$ cat src/design/adc_port_pkg.sv
package adc_port_pkg;

    // ========================================================
    // word and stage geometry
    // ========================================================
    localparam int WORD_W       = 10;
    localparam int STAGE_COUNT  = 10;
    localparam int ANALOG_W     = 12;
    localparam int RESIDUE_W    = 14;
    localparam int ACC_W        = 12;
    localparam int FIFO_DEPTH   = 4;

    // sample to output, in half periods of the conversion clock
    localparam int LATENCY_HALF = 11;

    // ========================================================
    // residue scaling
    // ========================================================
    localparam logic signed [RESIDUE_W-1:0] FULL_SCALE = 14'sh0800;
    localparam logic signed [RESIDUE_W-1:0] CMP_HIGH   = 14'sh0200;
    localparam logic signed [RESIDUE_W-1:0] CMP_LOW    = -14'sh0200;

    // offset binary coding
    localparam logic [WORD_W-1:0] CODE_MID    = 10'h200;
    localparam logic [WORD_W-1:0] CODE_TOP    = 10'h3FF;
    localparam logic [WORD_W-1:0] CODE_BOTTOM = 10'h000;
    localparam logic signed [ACC_W:0] ACC_HIGH = 13'sh01FF;
    localparam logic signed [ACC_W:0] ACC_LOW  = -13'sh0200;
    localparam int CORR_SHIFT = 1;

    // ========================================================
    // carriers
    // ========================================================
    typedef struct packed {
        logic                         valid;
        logic signed [RESIDUE_W-1:0]  residue;
        logic signed [ACC_W-1:0]      acc;
    } stage_payload_t;

    typedef enum logic [1:0] {
        DIGIT_ZERO,
        DIGIT_PLUS,
        DIGIT_MINUS
    } stage_digit_t;

    typedef enum logic {
        CONVERTING,
        SLEEPING
    } power_state_t;

endpackage : adc_port_pkg

$ cat src/design/conversion_stage.sv
`timescale 1ns/1ps
module conversion_stage (
    // clock and reset
    input  wire logic                        core_clk,
    input  wire logic                        rst,
    // pipeline movement
    input  wire logic                        advance,
    input  wire adc_port_pkg::stage_payload_t stageIn,
    output adc_port_pkg::stage_payload_t     stageOut
);

    // ========================================================
    // two-comparator coarse decision
    // ========================================================
    adc_port_pkg::stage_digit_t   digit;
    adc_port_pkg::stage_payload_t stage_d;
    adc_port_pkg::stage_payload_t stage_q;
    logic signed [adc_port_pkg::RESIDUE_W-1:0] doubled;

    always_comb begin
        if (stageIn.residue > adc_port_pkg::CMP_HIGH) begin
            digit = adc_port_pkg::DIGIT_PLUS;
        end else if (stageIn.residue < adc_port_pkg::CMP_LOW) begin
            digit = adc_port_pkg::DIGIT_MINUS;
        end else begin
            digit = adc_port_pkg::DIGIT_ZERO;
        end
        doubled = stageIn.residue <<< 1;
        stage_d = stage_q;
        if (advance) begin
            stage_d.valid = stageIn.valid;
            unique case (digit)
                adc_port_pkg::DIGIT_PLUS: begin
                    stage_d.residue = doubled - adc_port_pkg::FULL_SCALE;
                    stage_d.acc     = (stageIn.acc <<< 1) + 12'sh001;
                end
                adc_port_pkg::DIGIT_MINUS: begin
                    stage_d.residue = doubled + adc_port_pkg::FULL_SCALE;
                    stage_d.acc     = (stageIn.acc <<< 1) - 12'sh001;
                end
                adc_port_pkg::DIGIT_ZERO: begin
                    stage_d.residue = doubled;
                    stage_d.acc     = stageIn.acc <<< 1;
                end
            endcase
        end
    end

    always_ff @(posedge core_clk or posedge rst) begin
        if (rst) begin
            stage_q <= '0;
        end else begin
            stage_q <= stage_d;
        end
    end

    assign stageOut = stage_q;

endmodule : conversion_stage

$ cat src/design/sample_fifo.sv
`timescale 1ns/1ps
module sample_fifo #(
    parameter int WIDTH = 10,
    parameter int DEPTH = 4
) (
    // clock and reset
    input  wire logic             core_clk,
    input  wire logic             rst,
    // fill side
    input  wire logic             inValid,
    output logic                  inReady,
    input  wire logic [WIDTH-1:0] inData,
    // drain side
    output logic                  outValid,
    input  wire logic             outReady,
    output logic [WIDTH-1:0]      outData
);

    localparam int PTR_W = $clog2(DEPTH);

    logic [WIDTH-1:0] mem [DEPTH];
    logic [PTR_W-1:0] wrPtr_q;
    logic [PTR_W-1:0] wrPtr_d;
    logic [PTR_W-1:0] rdPtr_q;
    logic [PTR_W-1:0] rdPtr_d;
    logic [PTR_W:0]   count_q;
    logic [PTR_W:0]   count_d;
    logic             push;
    logic             pop;

    // ========================================================
    // pointers and occupancy
    // ========================================================
    assign inReady  = (count_q != (PTR_W+1)'(DEPTH));
    assign outValid = (count_q != '0);
    assign outData  = mem[rdPtr_q];
    assign push     = inValid && inReady;
    assign pop      = outValid && outReady;

    always_comb begin
        wrPtr_d = wrPtr_q;
        rdPtr_d = rdPtr_q;
        count_d = count_q;
        if (push) begin
            wrPtr_d = (wrPtr_q == PTR_W'(DEPTH-1)) ? '0 : wrPtr_q + 1'b1;
        end
        if (pop) begin
            rdPtr_d = (rdPtr_q == PTR_W'(DEPTH-1)) ? '0 : rdPtr_q + 1'b1;
        end
        if (push && !pop) begin
            count_d = count_q + 1'b1;
        end else if (pop && !push) begin
            count_d = count_q - 1'b1;
        end
    end

    always_ff @(posedge core_clk or posedge rst) begin
        if (rst) begin
            wrPtr_q <= '0;
            rdPtr_q <= '0;
            count_q <= '0;
        end else begin
            wrPtr_q <= wrPtr_d;
            rdPtr_q <= rdPtr_d;
            count_q <= count_d;
        end
    end

    // ========================================================
    // storage
    // ========================================================
    always_ff @(posedge core_clk) begin
        if (push) begin
            mem[wrPtr_q] <= inData;
        end
    end

endmodule : sample_fifo

$ cat src/design/pipelined_adc_output_port.sv
`timescale 1ns/1ps
module pipelined_adc_output_port #(
    parameter int WORD_W  = adc_port_pkg::WORD_W,
    parameter int STAGES  = adc_port_pkg::STAGE_COUNT,
    parameter int FIFO_D  = adc_port_pkg::FIFO_DEPTH
) (
    // clock and reset
    input  wire logic                                   core_clk,
    input  wire logic                                   rst,
    // conversion pins
    input  wire logic                                   convClk,
    input  wire logic signed [adc_port_pkg::ANALOG_W-1:0] heldInput,
    input  wire logic                                   sleepRequest,
    input  wire logic                                   outEnableN,
    // sample word pins
    output logic [WORD_W-1:0]                           sampleWordOut,
    output logic                                        sampleWordOe
);

    // ========================================================
    // pin synchronisers
    // ========================================================
    logic                                     clkMeta_q;
    logic                                     clkSync_q;
    logic                                     clkPrev_q;
    logic                                     sleepMeta_q;
    logic                                     sleepSync_q;
    logic                                     oeMeta_q;
    logic                                     oeSync_q;
    logic signed [adc_port_pkg::ANALOG_W-1:0] inMeta_q;
    logic signed [adc_port_pkg::ANALOG_W-1:0] inSync_q;

    always_ff @(posedge core_clk or posedge rst) begin
        if (rst) begin
            clkMeta_q   <= 1'b0;
            clkSync_q   <= 1'b0;
            clkPrev_q   <= 1'b0;
            sleepMeta_q <= 1'b1;
            sleepSync_q <= 1'b1;
            oeMeta_q    <= 1'b1;
            oeSync_q    <= 1'b1;
            inMeta_q    <= '0;
            inSync_q    <= '0;
        end else begin
            clkMeta_q   <= convClk;
            clkSync_q   <= clkMeta_q;
            clkPrev_q   <= clkSync_q;
            sleepMeta_q <= sleepRequest;
            sleepSync_q <= sleepMeta_q;
            oeMeta_q    <= outEnableN;
            oeSync_q    <= oeMeta_q;
            inMeta_q    <= heldInput;
            inSync_q    <= inMeta_q;
        end
    end

    logic riseEdge;
    logic fallEdge;
    logic anyEdge;

    assign riseEdge = clkSync_q && !clkPrev_q;
    assign fallEdge = !clkSync_q && clkPrev_q;
    assign anyEdge  = riseEdge || fallEdge;

    // ========================================================
    // power state
    // ========================================================
    adc_port_pkg::power_state_t power_q;
    adc_port_pkg::power_state_t power_d;

    always_comb begin
        power_d = power_q;
        unique case (power_q)
            adc_port_pkg::CONVERTING: begin
                if (sleepSync_q) begin
                    power_d = adc_port_pkg::SLEEPING;
                end
            end
            adc_port_pkg::SLEEPING: begin
                if (!sleepSync_q) begin
                    power_d = adc_port_pkg::CONVERTING;
                end
            end
        endcase
    end

    always_ff @(posedge core_clk or posedge rst) begin
        if (rst) begin
            power_q <= adc_port_pkg::SLEEPING;
        end else begin
            power_q <= power_d;
        end
    end

    logic asleep;
    assign asleep = (power_q == adc_port_pkg::SLEEPING);

    // ========================================================
    // conversion pipeline
    // ========================================================
    adc_port_pkg::stage_payload_t stageBus [STAGES+1];
    logic                         fifoInReady;
    logic                         advance;
    logic                         push;
    adc_port_pkg::stage_payload_t lastStage;
    adc_port_pkg::stage_payload_t sampleEntry;

    assign lastStage = stageBus[STAGES];
    // stall only when a finished word cannot enter the buffer
    assign advance = anyEdge && (!lastStage.valid || fifoInReady);
    assign push    = anyEdge && lastStage.valid;

    always_comb begin
        sampleEntry         = '0;
        sampleEntry.valid   = fallEdge && !asleep;
        sampleEntry.residue = adc_port_pkg::RESIDUE_W'(inSync_q);
        sampleEntry.acc     = '0;
    end

    // one driver per element of the stage chain
    assign stageBus[0] = sampleEntry;

    genvar gi;
    generate
        for (gi = 0; gi < STAGES; gi++) begin : g_stage
            conversion_stage u_stage (
                .core_clk (core_clk),
                .rst      (rst),
                .advance  (advance),
                .stageIn  (stageBus[gi]),
                .stageOut (stageBus[gi+1])
            );
        end
    endgenerate

    // ========================================================
    // digital correction to offset binary
    // ========================================================
    function automatic logic [WORD_W-1:0] to_offset_binary(
        input logic signed [adc_port_pkg::ACC_W-1:0] acc
    );
        logic signed [adc_port_pkg::ACC_W:0] scaled;
        // concatenation is unsigned, so re-sign it to keep the shift arithmetic
        scaled = $signed({acc[adc_port_pkg::ACC_W-1], acc}) >>> adc_port_pkg::CORR_SHIFT;
        if (scaled > adc_port_pkg::ACC_HIGH) begin
            to_offset_binary = adc_port_pkg::CODE_TOP;
        end else if (scaled < adc_port_pkg::ACC_LOW) begin
            to_offset_binary = adc_port_pkg::CODE_BOTTOM;
        end else begin
            to_offset_binary = scaled[WORD_W-1:0] ^ adc_port_pkg::CODE_MID;
        end
    endfunction : to_offset_binary

    logic [WORD_W-1:0] correctedWord;
    assign correctedWord = to_offset_binary(lastStage.acc);

    // ========================================================
    // output buffer and latch
    // ========================================================
    logic              fifoOutValid;
    logic              fifoOutReady;
    logic [WORD_W-1:0] fifoOutData;

    // drain stalls while asleep so the last word is held
    assign fifoOutReady = riseEdge && !asleep;

    sample_fifo #(
        .WIDTH (WORD_W),
        .DEPTH (FIFO_D)
    ) u_fifo (
        .core_clk (core_clk),
        .rst      (rst),
        .inValid  (push),
        .inReady  (fifoInReady),
        .inData   (correctedWord),
        .outValid (fifoOutValid),
        .outReady (fifoOutReady),
        .outData  (fifoOutData)
    );

    logic [WORD_W-1:0] word_q;
    logic [WORD_W-1:0] word_d;
    logic              drive_q;
    logic              drive_d;

    always_comb begin
        word_d  = word_q;
        drive_d = !oeSync_q;
        if (fifoOutValid && fifoOutReady) begin
            word_d = fifoOutData;
        end
    end

    always_ff @(posedge core_clk or posedge rst) begin
        if (rst) begin
            word_q  <= adc_port_pkg::CODE_BOTTOM;
            drive_q <= 1'b0;
        end else begin
            word_q  <= word_d;
            drive_q <= drive_d;
        end
    end

    assign sampleWordOut = word_q;
    assign sampleWordOe  = drive_q;

endmodule : pipelined_adc_output_port

$ cat config.mk
export PLATFORM = sky130hd
export DESIGN_NAME = pipelined_adc_output_port
export DESIGN_NICKNAME = d
export VERILOG_FILES = /design/src/design/adc_port_pkg.sv /design/src/design/conversion_stage.sv /design/src/design/sample_fifo.sv /design/src/design/pipelined_adc_output_port.sv
export SDC_FILE = /design/constraint.sdc
export NUM_CORES = 1
export LEC_CHECK = 0
export BUFFER_PORTS_ARGS = -buffer_cell sky130_fd_sc_hd__buf_2
export CORE_MARGIN = 3
export CORE_UTILIZATION = 40
export DETAILED_ROUTE_END_ITERATION = 16
export PLACE_DENSITY = 0.54
export SLEW_MARGIN = 10
export SYNTH_ARGS = -nofsm -noshare
export SYNTH_HDL_FRONTEND = slang
export SYNTH_SLANG_ARGS = --single-unit
export TNS_END_PERCENT = 100
$ cat constraint.sdc
create_clock -name core_clk -period 12.82 [get_ports core_clk]
set_input_delay 2.564 -clock core_clk [delete_from_list [all_inputs] [get_ports core_clk]]
set_output_delay 2.564 -clock core_clk [all_outputs]
set_load 0.02 [all_outputs]
## After elaboration in Yosys (flattened, before gate mapping)

Memory sizes are Yosys's and may differ from the RTL's. A register that Yosys moved wholly into a read port is not among the register bits.
Cells that the tools add are included.

- Logic and storage cells: 200
- Memories: 1
- Bits in writable memories: 40
- Bits of input ports: 17
- Bits in registers: 287

Memories:

| name | depth | bits a word | read ports | clocked after memory_dff | write ports | RTL line | text |
|---|---|---|---|---|---|---|---|
| u_fifo.mem | 4 | 10 | 1 | 1 | 1 | sample_fifo.sv:21 | `logic [WIDTH-1:0] mem [DEPTH];` |

- Add/sub/neg operators: 40
- Reductions and logical operators: 31
- Bitwise gates (word level): 1
- Equal/unequal tests: 23
- Mux-type cells: 39
- Order comparisons: 22

Operators by type and width:

| operator | number |
|---|---|
| $pmux 26 s3 | 9 |
| $gt 14x11->1 const B | 9 |
| $lt 14x10->1 const B | 9 |
| $add 14x13->14 const B | 8 |
| $sub 14x13->14 const B | 8 |
| $add 12x2->12 const B | 9 |
| $sub 12x2->12 const B | 9 |
| $mux 2 | 22 |
| $pmux 12 s3 | 1 |
| $eq 2x2->1 const B | 12 |
| $eq 2x1->1 const B | 10 |
| $logic_not 2->1 | 10 |
| $mux 10 | 2 |
| $add 13x13->14 const B | 1 |
| $sub 13x13->14 const B | 1 |
| $gt 12x11->1 const B | 1 |
| $lt 12x10->1 const B | 1 |
| $gt 11x10->1 const B | 1 |
| $lt 11x10->1 const B | 1 |
| $logic_and 1x1->1 | 10 |
| $logic_not 1->1 | 7 |
| $mux 3 | 2 |
| $add 2x1->2 const B | 2 |
| $add 3x1->3 const B | 1 |
| other kinds (7) | 10 |

## Logic depth before layout (Yosys ltp)

Gate-level depths: netlist of the first run.

- Depth in word-level cells: 9
- Depth in mapped cells: 11
- Depth with buffers taken out: 10

## Modules after synthesis

From an unflattened synthesis of the first run, not the netlist that was laid out.

- Cell total of the unflattened synthesis: 1411
- Area, all modules: 16791.1 um2

By module, submodules not included:

| module | cells an instance | instances | area an instance (um2) | sequential area each (um2) |
|---|---|---|---|---|
| conversion_stage | 124 | 10 | 1346.3 | 650.6 |
| sample_fifo | 90 | 1 | 1895.6 | 1376.3 |
| pipelined_adc_output_port | 81 | 1 | 1432.6 | 1082.3 |

## Least setup slack after synthesis of the first run

OpenSTA, ideal clock, no wires.

- Path kind: flip-flop to output port
- Start: register word_q[0] (netlist: sampleWordOut[0]) (read register of u_fifo.mem)
- End: output sampleWordOut[0]
- Cell stages (with the launch flop): 1
- Data arrival time: 423 ps
- Setup slack: 9833 ps
- Path buffers: 0
- Data required time: 10256 ps
- Path through: dfrtp_1

RTL lines:

| element | RTL line | text |
|---|---|---|
| start, declared | pipelined_adc_output_port.sv:181 | `logic [WORD_W-1:0] word_q;` |
| end, declared | pipelined_adc_output_port.sv:16 | `output logic [WORD_W-1:0] sampleWordOut,` |

No word-level cell between the ends.

==> results.txt, run 1 <==
----------------------------------------------------
[Yosys]
  Count of state elements after synthesis ... 254
  Count of warnings emitted by yosys ... 0
  Mapped Cells ... 1,090
  Dominant register cell in the synthesized netlist ... sky130_fd_sc_hd__dfrtp_1
  Share of the yosys chip area belonging to registers ... 57.7%
  Async set-reset flop share out of synthesis ... 84.3%
  Mean instance size in the synthesized netlist ... 10.4 um^2
  Net count after synthesis ... 1,134
  Distinct cells, synth ... 61
  Combined area of all synthesized cells ... 11,400 um^2
  Number of synthesized flops with an enable pin ... 40

[Worst setup path]
  Cell with the largest stage delay on the worst path ... sky130_fd_sc_hd__buf_4
  Critical path endpoint category ... asynchronous set/reset pin
  Critical R2R Launch ... u_fifo.count_q[0]
  Dominant delay contributor by cell family on the critical path ... buffers and inverters
  CP max stage delay ... 880 ps
  Startpoint-to-endpoint class of the critical path ... primary input to asynchronous set/reset pin
  Worst path buffer plus inverter count ... 3
  Worst path cell trace ... buf_2, inv_8, buf_4
  Arrival time at the worst endpoint ... 4240 ps
  Slack of the worst reg-to-reg path ... 9850 ps
  Element type at the critical path start ... primary input
  Timing startpoint of the critical path ... rst
  Crit Path Max Fanout ... 141
  Endpoint required time on the critical path ... 13,330 ps

[STA]
  Final hold slack ... 346 ps
  Transition time of the tightest slew-check pin ... 1150 ps
  Setup skew after layout ... 9.50 ps
  Fmax achieved ... 0.268 GHz
  Number of failing setup endpoints in the final timing report ... 0
  Relative slew slack ... 22.9%
  Setup repair after global routing missed its margin ... no
  Max-slew violation count ... 0
  Final setup TNS ... 0 ps
  Post-layout min period ... 3730 ps
  Total count of hold-check failures in the final report ... 0
  Final cycle utilization of the critical path ... 29.1%

[Detailed routing]
  Wire length on met1 ... 9400 um
  Total wire length ... 20,600 um
  DR DRC count ... 0
  First-pass iteration count of the detailed router ... 7
  Mean routed wirelength per cell ... 13.8 um
  Antenna Nets Post-Route ... 0
  Vias per std cell ... 4.98
  Met2 WL ... 10,300 um
  Highest metal used ... met4
  Vias after detailed routing ... 7,419
  Total length of routed met3 wires ... 586 um
  DRC marker count from the first detailed-route iteration ... 432

[Placed design]
  Placer's final routability congestion estimate ... 0.726
  Quantity of I/O buffers inserted on ports ... 27
  Placed wire-length estimate after detailed placement ... 13,100 um

[Die]
  Effective utilization at floorplan ... 40.7%
  Height of the die ... 175 um
  Die ar. ... 30,500 um^2
  Std-Cell Rows ... 61
  Area of the core ... 27,900 um^2
  Top-Level Pins ... 28
  Die width ... 175 um

[Global route]
  Number of global-route vias before repair ... 7,343
  Maximum number of pins on one net before global-route repair ... 142
  Global Route Usage Sum ... 13.8%
  Number of antenna violations at the first check in global routing ... 0
  Global-route wire length before repair ... 35,800 um
  Grt total ovfl ... 0

[Clocking]
  CTS H-Tree Depth ... 1
  Number of buffers inserted during clock tree synthesis ... 26
  Post-cts sizing count ... 0
  Hold-fix buffers, CTS ... 0
  TritonCTS sink count ... 254
  Number of buffers added for setup after CTS ... 0
  CTS tree ... yes
  Source-to-sink clock delay at the later pin of the worst-skew pair ... 520 ps
  Buffer type at the clock tree root ... sky130_fd_sc_hd__clkbuf_16
  Clock-pin transition on the worst setup and hold timing paths ... 60 ps
  CTS max path bufs ... 3

[Cells and area]
  Final layout net count ... 1,140
  Area Overhead vs Synth ... 10.7%
  Number of fill cells ... 2,683
  Commonest non-fill, non-tap cell in the layout ... sky130_fd_sc_hd__nand2_1
  Final antenna diode count ... 0
  Fraction of layout cells with a size suffix above 1 ... 9.89%
  Commonest cells after routing, fill and taps aside ... 277 x sky130_fd_sc_hd__nand2_1, 209 x sky130_fd_sc_hd__dfrtp_1, 66 x sky130_fd_sc_hd__o21ai_0

[Run]
  Number of maximum-capacitance violations ... 0

[Pwr]
  Static leakage ... 0.00549 uW
  VDD IR-drop max ... 0.0000885 V
  Pwr dens ... 223 nW/um^2

[Hold path]
  Min-delay worst type ... flip-flop to flip-flop
  Hold path start ... clkMeta_q

[Outcome]
  Result of the run ... complete, no violations

----------------------------------------------------
report_power, final:
part	leakage (uW)	switching (uW)	internal [uW]
combinational	0.00211	396	344
sequential	0.00298	274	1080
clock	0.000396	298	418
worst register-to-register path, stage by stage (launching register included):
cell and delay [ps]:
sky130_fd_sc_hd__dfrtp_1 450, sky130_fd_sc_hd__nor4bb_1 580, sky130_fd_sc_hd__or2_4 610, sky130_fd_sc_hd__buf_4 850, sky130_fd_sc_hd__or4_1 290, sky130_fd_sc_hd__nand3_1 70
synth_stat cells, drive strengths merged (3+ instances only):
cell type / count / area share (%)
buf: 22 / 0.99
o41ai: 3 / 0.23
nand4b: 3 / 0.23
nand3: 37 / 1.6
inv: 36 / 1.2
a211oi: 3 / 0.20
dfrtp: 209 / 46
edfxtp: 40 / 11
o21ai: 66 / 2.9
o22ai: 3 / 0.17
a311oi: 8 / 0.62
a31o: 3 / 0.23
a221o: 3 / 0.26
xor2: 40 / 3.1
nor3: 15 / 0.66
nor4bb: 3 / 0.26
o31ai: 15 / 0.99
nor2b: 3 / 0.17
nor4: 10 / 0.55
ha: 18 / 2.0
fa: 9 / 1.6
or4: 15 / 0.99
mux4: 10 / 2.0
a21oi: 26 / 1.1
clkbuf: 32 / 1.2
a21o: 10 / 0.66
mux2: 14 / 1.4
o211ai: 5 / 0.33
nand4: 16 / 0.88
and2: 6 / 0.33
dfstp: 5 / 1.2
nor2: 60 / 2.0
nand2b: 5 / 0.28
a31oi: 17 / 0.94
or2: 6 / 0.33
nand2: 277 / 9.1
xnor2: 9 / 0.69
a211o: 3 / 0.23
worst paths after layout:
check                      depth (start not counted)                             end
hold reg to reg                                    0                       clkSync_q
min in group asynchronous                          2  g_stage[1].u_stage.stageOut[3]
hold / removal                                     0                       clkSync_q
setup reg to reg                                   5  g_stage[6].u_stage.stageOut[8]
max in group core_clk                              1                sampleWordOut[1]
setup / recovery                                   3  g_stage[9].u_stage.stageOut[8]
registers in the layout, indices dropped and copies added, names as in the netlist, 2 cells and up:
name                      flops
sampleWordOut                10
u_fifo.count_q                3
u_fifo.wrPtr_q                2
u_fifo.mem                   40
g_stage.u_stage.stageOut    164
inSync_q                     12
inMeta_q                     12
u_fifo.rdPtr_q                2
layout make-up:
cell class | count | area [um^2] | share of cell area, %
Clock inverter | 9 | 65.1 | 0.517
Timing Repair Buffer | 32 | 173 | 1.37
Clock buffer | 35 | 736 | 5.84
Sequential cell | 254 | 6560 | 52.1
Multi-Input combinational cell | 746 | 4440 | 35.3
Inverter | 36 | 143 | 1.13
Tap cell | 378 | 473 | 3.76
metrics by stage:
step | util (%) | total power, uW | area [um^2] | std cells | worst slack [ps]
after detailed placement | 42.2 | 2130 | 11800 | 1446 | 8320
after floorplan | - | 1930 | 11400 | 1090 | 4410
after CTS | 45.1 | 2860 | 12600 | 1490 | 8880
after global routing | 45.1 | 3050 | 12600 | 1490 | 8680
final | 45.1 | 2810 | 12600 | 1490 | 9090
after global placement | 42.2 | 2100 | 11800 | 1446 | 8330
cells by family (layout without fill, tap and decap cells):
group	Yosys count	after routing	synth area share [%]
flip-flops	254	254	57.7
multiplexers	25	25	3.45
AO/OA/AOI/OAI	177	177	9.77
buffers and inverters	90	112	3.41
XOR/XNOR	49	49	3.77
AND/OR/NAND/NOR	468	468	18.3
adder cells (fa/ha/maj)	27	27	3.56
per-layer routing:
metal,vias up,global-route usage (%)
li1,3793,-
met5,-,0
met2,76,24.4
met1,3519,18.1
met4,0,2.69
met3,31,2.19
(Power assumes the default switching activity.)
==> run 2: changes to the inputs <==
- PLACE_DENSITY: 0.54 -> 0.56
- clock period: 12.82 -> 3.08 ns (I/O delays scaled with it)
==> run 2 against run 1 <==
Clock power rose to 4.8 times the previous value. First-iteration DRC count shrank 11%. Cell count is 1.3% higher. Clock skew is essentially flat. Via count rose by 1.3%. Register-to-register slack worse by 9300 ps. Clock-buffer cell count rose by 4. Wire length is 0.82% higher. Worst setup slack worse by 8500 ps. Die area unchanged. Global-route usage grew 0.30 points. Sequential share of layout area decreased by 1.3 points. Largest power group unchanged.
==> results.txt, run 2 (same netlist as run 1, synthesis figures left out) <==
----------------------------------------------------
[Outcome]
  Result of the run ... complete, no violations (unchanged)

[Detailed routing]
  Vias per std cell ... 4.98 (about the same)
  DR DRC count ... 0 (unchanged)
  Total wire length ... 20,800 um (was 20,600 um)
  First-pass iteration count of the detailed router ... 4 (was 7)
  Mean routed wirelength per cell ... 13.7 um (was 13.8 um)
  DRC marker count from the first detailed-route iteration ... 386 (was 432)
  Antenna Nets Post-Route ... 0 (unchanged)
  Vias after detailed routing ... 7,517 (was 7,419)

[Cells and area]
  Fraction of layout cells with a size suffix above 1 ... 11.5% (was 9.89%)
  Final layout net count ... 1,154 (was 1,140)
  Flip-flop count of the largest register, all copies and words added ... 164 (unchanged)
  Commonest cells after routing, fill and taps aside ... 277 x sky130_fd_sc_hd__nand2_1, 209 x sky130_fd_sc_hd__dfrtp_1, 66 x sky130_fd_sc_hd__o21ai_0 (unchanged)
  Commonest non-fill, non-tap cell in the layout ... sky130_fd_sc_hd__nand2_1 (unchanged)
  Area Overhead vs Synth ... 13.6% (was 10.7%)
  Final antenna diode count ... 0 (unchanged)
  Non-filler cells, final ... 1,510 (was 1,490)

[Global route]
  Number of antenna violations at the first check in global routing ... 0 (unchanged)
  Number of global-route vias before repair ... 7,686 (was 7,343)
  Global Route Usage Sum ... 14.1% (was 13.8%)
  Maximum number of pins on one net before global-route repair ... 58 (was 142)
  Grt total ovfl ... 0 (unchanged)
  Global-route wire length before repair ... 36,800 um (was 35,800 um)

[STA]
  Number of failing setup endpoints in the final timing report ... 0 (unchanged)
  Total count of hold-check failures in the final report ... 0 (unchanged)
  Fmax achieved ... 0.399 GHz
  Final cycle utilization of the critical path ... 81.4%
  Relative slew slack ... 48.9% (was 22.9%)
  Transition time of the tightest slew-check pin ... 764 ps (was 1150 ps)
  Post-layout min period ... 2510 ps
  Max-slew violation count ... 0 (unchanged)
  Worst Slack Setup Final ... 572 ps (was 9090 ps)
  Setup skew after layout ... 9.02 ps (was 9.50 ps)
  Final hold slack ... 183 ps (was 346 ps)
  Final setup TNS ... 0 ps (unchanged)
  Setup repair after global routing missed its margin ... no (unchanged)

[Pwr]
  Pwr dens ... 944 nW/um^2 (was 223 nW/um^2)
  Portion of total power attributed to sequential cells ... 46.3% (was 48.2%)
  Part of the total power dissipated in the clock network ... 28.0% (was 25.5%)
  Combinational power share ... 25.7% (was 26.4%)
  Pint ... 8100 uW (was 1840 uW)
  Total design power ... 12,200 uW (was 2810 uW)
  Static leakage ... 0.00564 uW (was 0.00549 uW)
  Net switching power figure ... 4100 uW (was 968 uW)
  VDD IR-drop max ... 0.000449 V (was 0.0000885 V)
  Sw Ratio ... 33.6% (was 34.4%)

[Worst setup path]
  Arrival time at the worst endpoint ... 2960 ps (was 4240 ps)
  Timing startpoint of the critical path ... clkSync_q (was rst)
  Critical R2R Launch ... clkSync_q (was u_fifo.count_q[0])
  Endpoint required time on the critical path ... 3530 ps (was 13,330 ps)
  Worst path cell trace ... inv_1, ha_1, nand2b_1, a21oi_1, ha_1, inv_1, fa_1, xor2_1, nor2_1, xor2_1 (was buf_2, inv_8, buf_4)
  Startpoint-to-endpoint class of the critical path ... flip-flop to flip-flop (was primary input to asynchronous set/reset pin)
  CP max stage delay ... 400 ps (was 880 ps)
  Critical path endpoint category ... flip-flop (was asynchronous set/reset pin)
  Element type at the critical path start ... flip-flop (was primary input)
  Crit Path Max Fanout ... 9 (was 141)
  Cell with the largest stage delay on the worst path ... sky130_fd_sc_hd__a21oi_1 (was sky130_fd_sc_hd__buf_4)

[Placed design]
  Quantity of I/O buffers inserted on ports ... 27 (unchanged)
  Placed wire-length estimate after detailed placement ... 13,900 um (was 13,100 um)
  Number of placed instances, taps included ... 1,458 (was 1,446)
  Placer's final routability congestion estimate ... 0.739 (was 0.726)
  Pre-CTS WS ... 552 ps (was 8320 ps)

[Clocking]
  TritonCTS sink count ... 254 (unchanged)
  CTS H-Tree Depth ... 1 (unchanged)
  Hold-fix buffers, CTS ... 0 (unchanged)
  Number of buffers added for setup after CTS ... 0 (unchanged)
  Source-to-sink clock delay at the later pin of the worst-skew pair ... 530 ps (was 520 ps)
  Number of buffers inserted during clock tree synthesis ... 28 (was 26)
  CTS max path bufs ... 3 (unchanged)
  Clock-pin transition on the worst setup and hold timing paths ... 60 ps (about the same)
  Buffer type at the clock tree root ... sky130_fd_sc_hd__clkbuf_16 (unchanged)
  Post-cts sizing count ... 0 (unchanged)
  CTS tree ... yes (unchanged)

[Die]
  Die ar. ... 30,500 um^2 (unchanged)
  Area of the core ... 27,900 um^2 (unchanged)
  Top-Level Pins ... 28 (unchanged)
  Effective utilization at floorplan ... 40.7% (unchanged)
  Die width ... 175 um (unchanged)
  Std-Cell Rows ... 61 (unchanged)
  Height of the die ... 175 um (unchanged)

[Hold path]
  Min-delay worst type ... primary input to flip-flop (was flip-flop to flip-flop)
  Hold path start ... sleepRequest (was clkMeta_q)

[Run]
  Number of maximum-capacitance violations ... 0 (unchanged)

----------------------------------------------------
## run 2: cell count changes in the layout (fill, tap and decap cells not counted), sizes merged
cell and change:
buf +12, clkbuf +4, bufinv +3, clkinvlp +3, clkinv -1, inv -1
## run 2: cell type report
class | instances | area, um^2
timing repair buffer | 44 | 350
clock inverter | 13 | 168
sequential | 254 | 6560
inverter | 36 | 139
fill | 2666 | 15000
multi-input combinational | 746 | 4440
tap | 378 | 473
clock buffer | 39 | 793
## run 2: path summary, 6_finish.rpt
path,endpoint,slack (ps),cells past startpoint
setup / recovery,u_fifo.count_q[2],570,10
hold / removal,sleepMeta_q,180,1
setup reg to reg,u_fifo.count_q[2],570,10
hold reg to reg,inSync_q[3],340,0
max in group asynchronous,sampleWordOut[7],2020,3
min in group asynchronous,g_stage[3].u_stage.stageOut[3],220,2
## run 2: power groups by stage
stage | combinational (uW) | clock, uW | sequential, uW
CTS | 3210 | 3530 | 5670
finish | 3130 | 3420 | 5650
global placement | 3120 | 0 | 5700
global route | 3660 | 3680 | 5850
floorplan | 2690 | 0 | 5330
detailed placement | 3200 | 0 | 5720
## run 2: stage by stage
stage / cell area (um^2) / util, %
after floorplan: 11400 / -
after global placement: 12000 / 42.8
after detailed placement: 12000 / 42.8
after CTS: 12900 / 46.3
after global routing: 12900 / 46.3
final: 12900 / 46.3
## run 2: layer usage
layer,GRT usage [%],wire length (um)
met5,0,0
met4,3.66,486
met3,2.17,509
met2,24.6,10200
met1,18.5,9570
## run 2: worst max-delay path: cells and delay by family, from the launching register on
family / cells / cell delay (ps)
fa+ha+maj: 3 / 990
compound gates: 1 / 400
flops: 1 / 360
xor+xnor: 2 / 300
simple gates: 2 / 270
buf+inv: 2 / 110
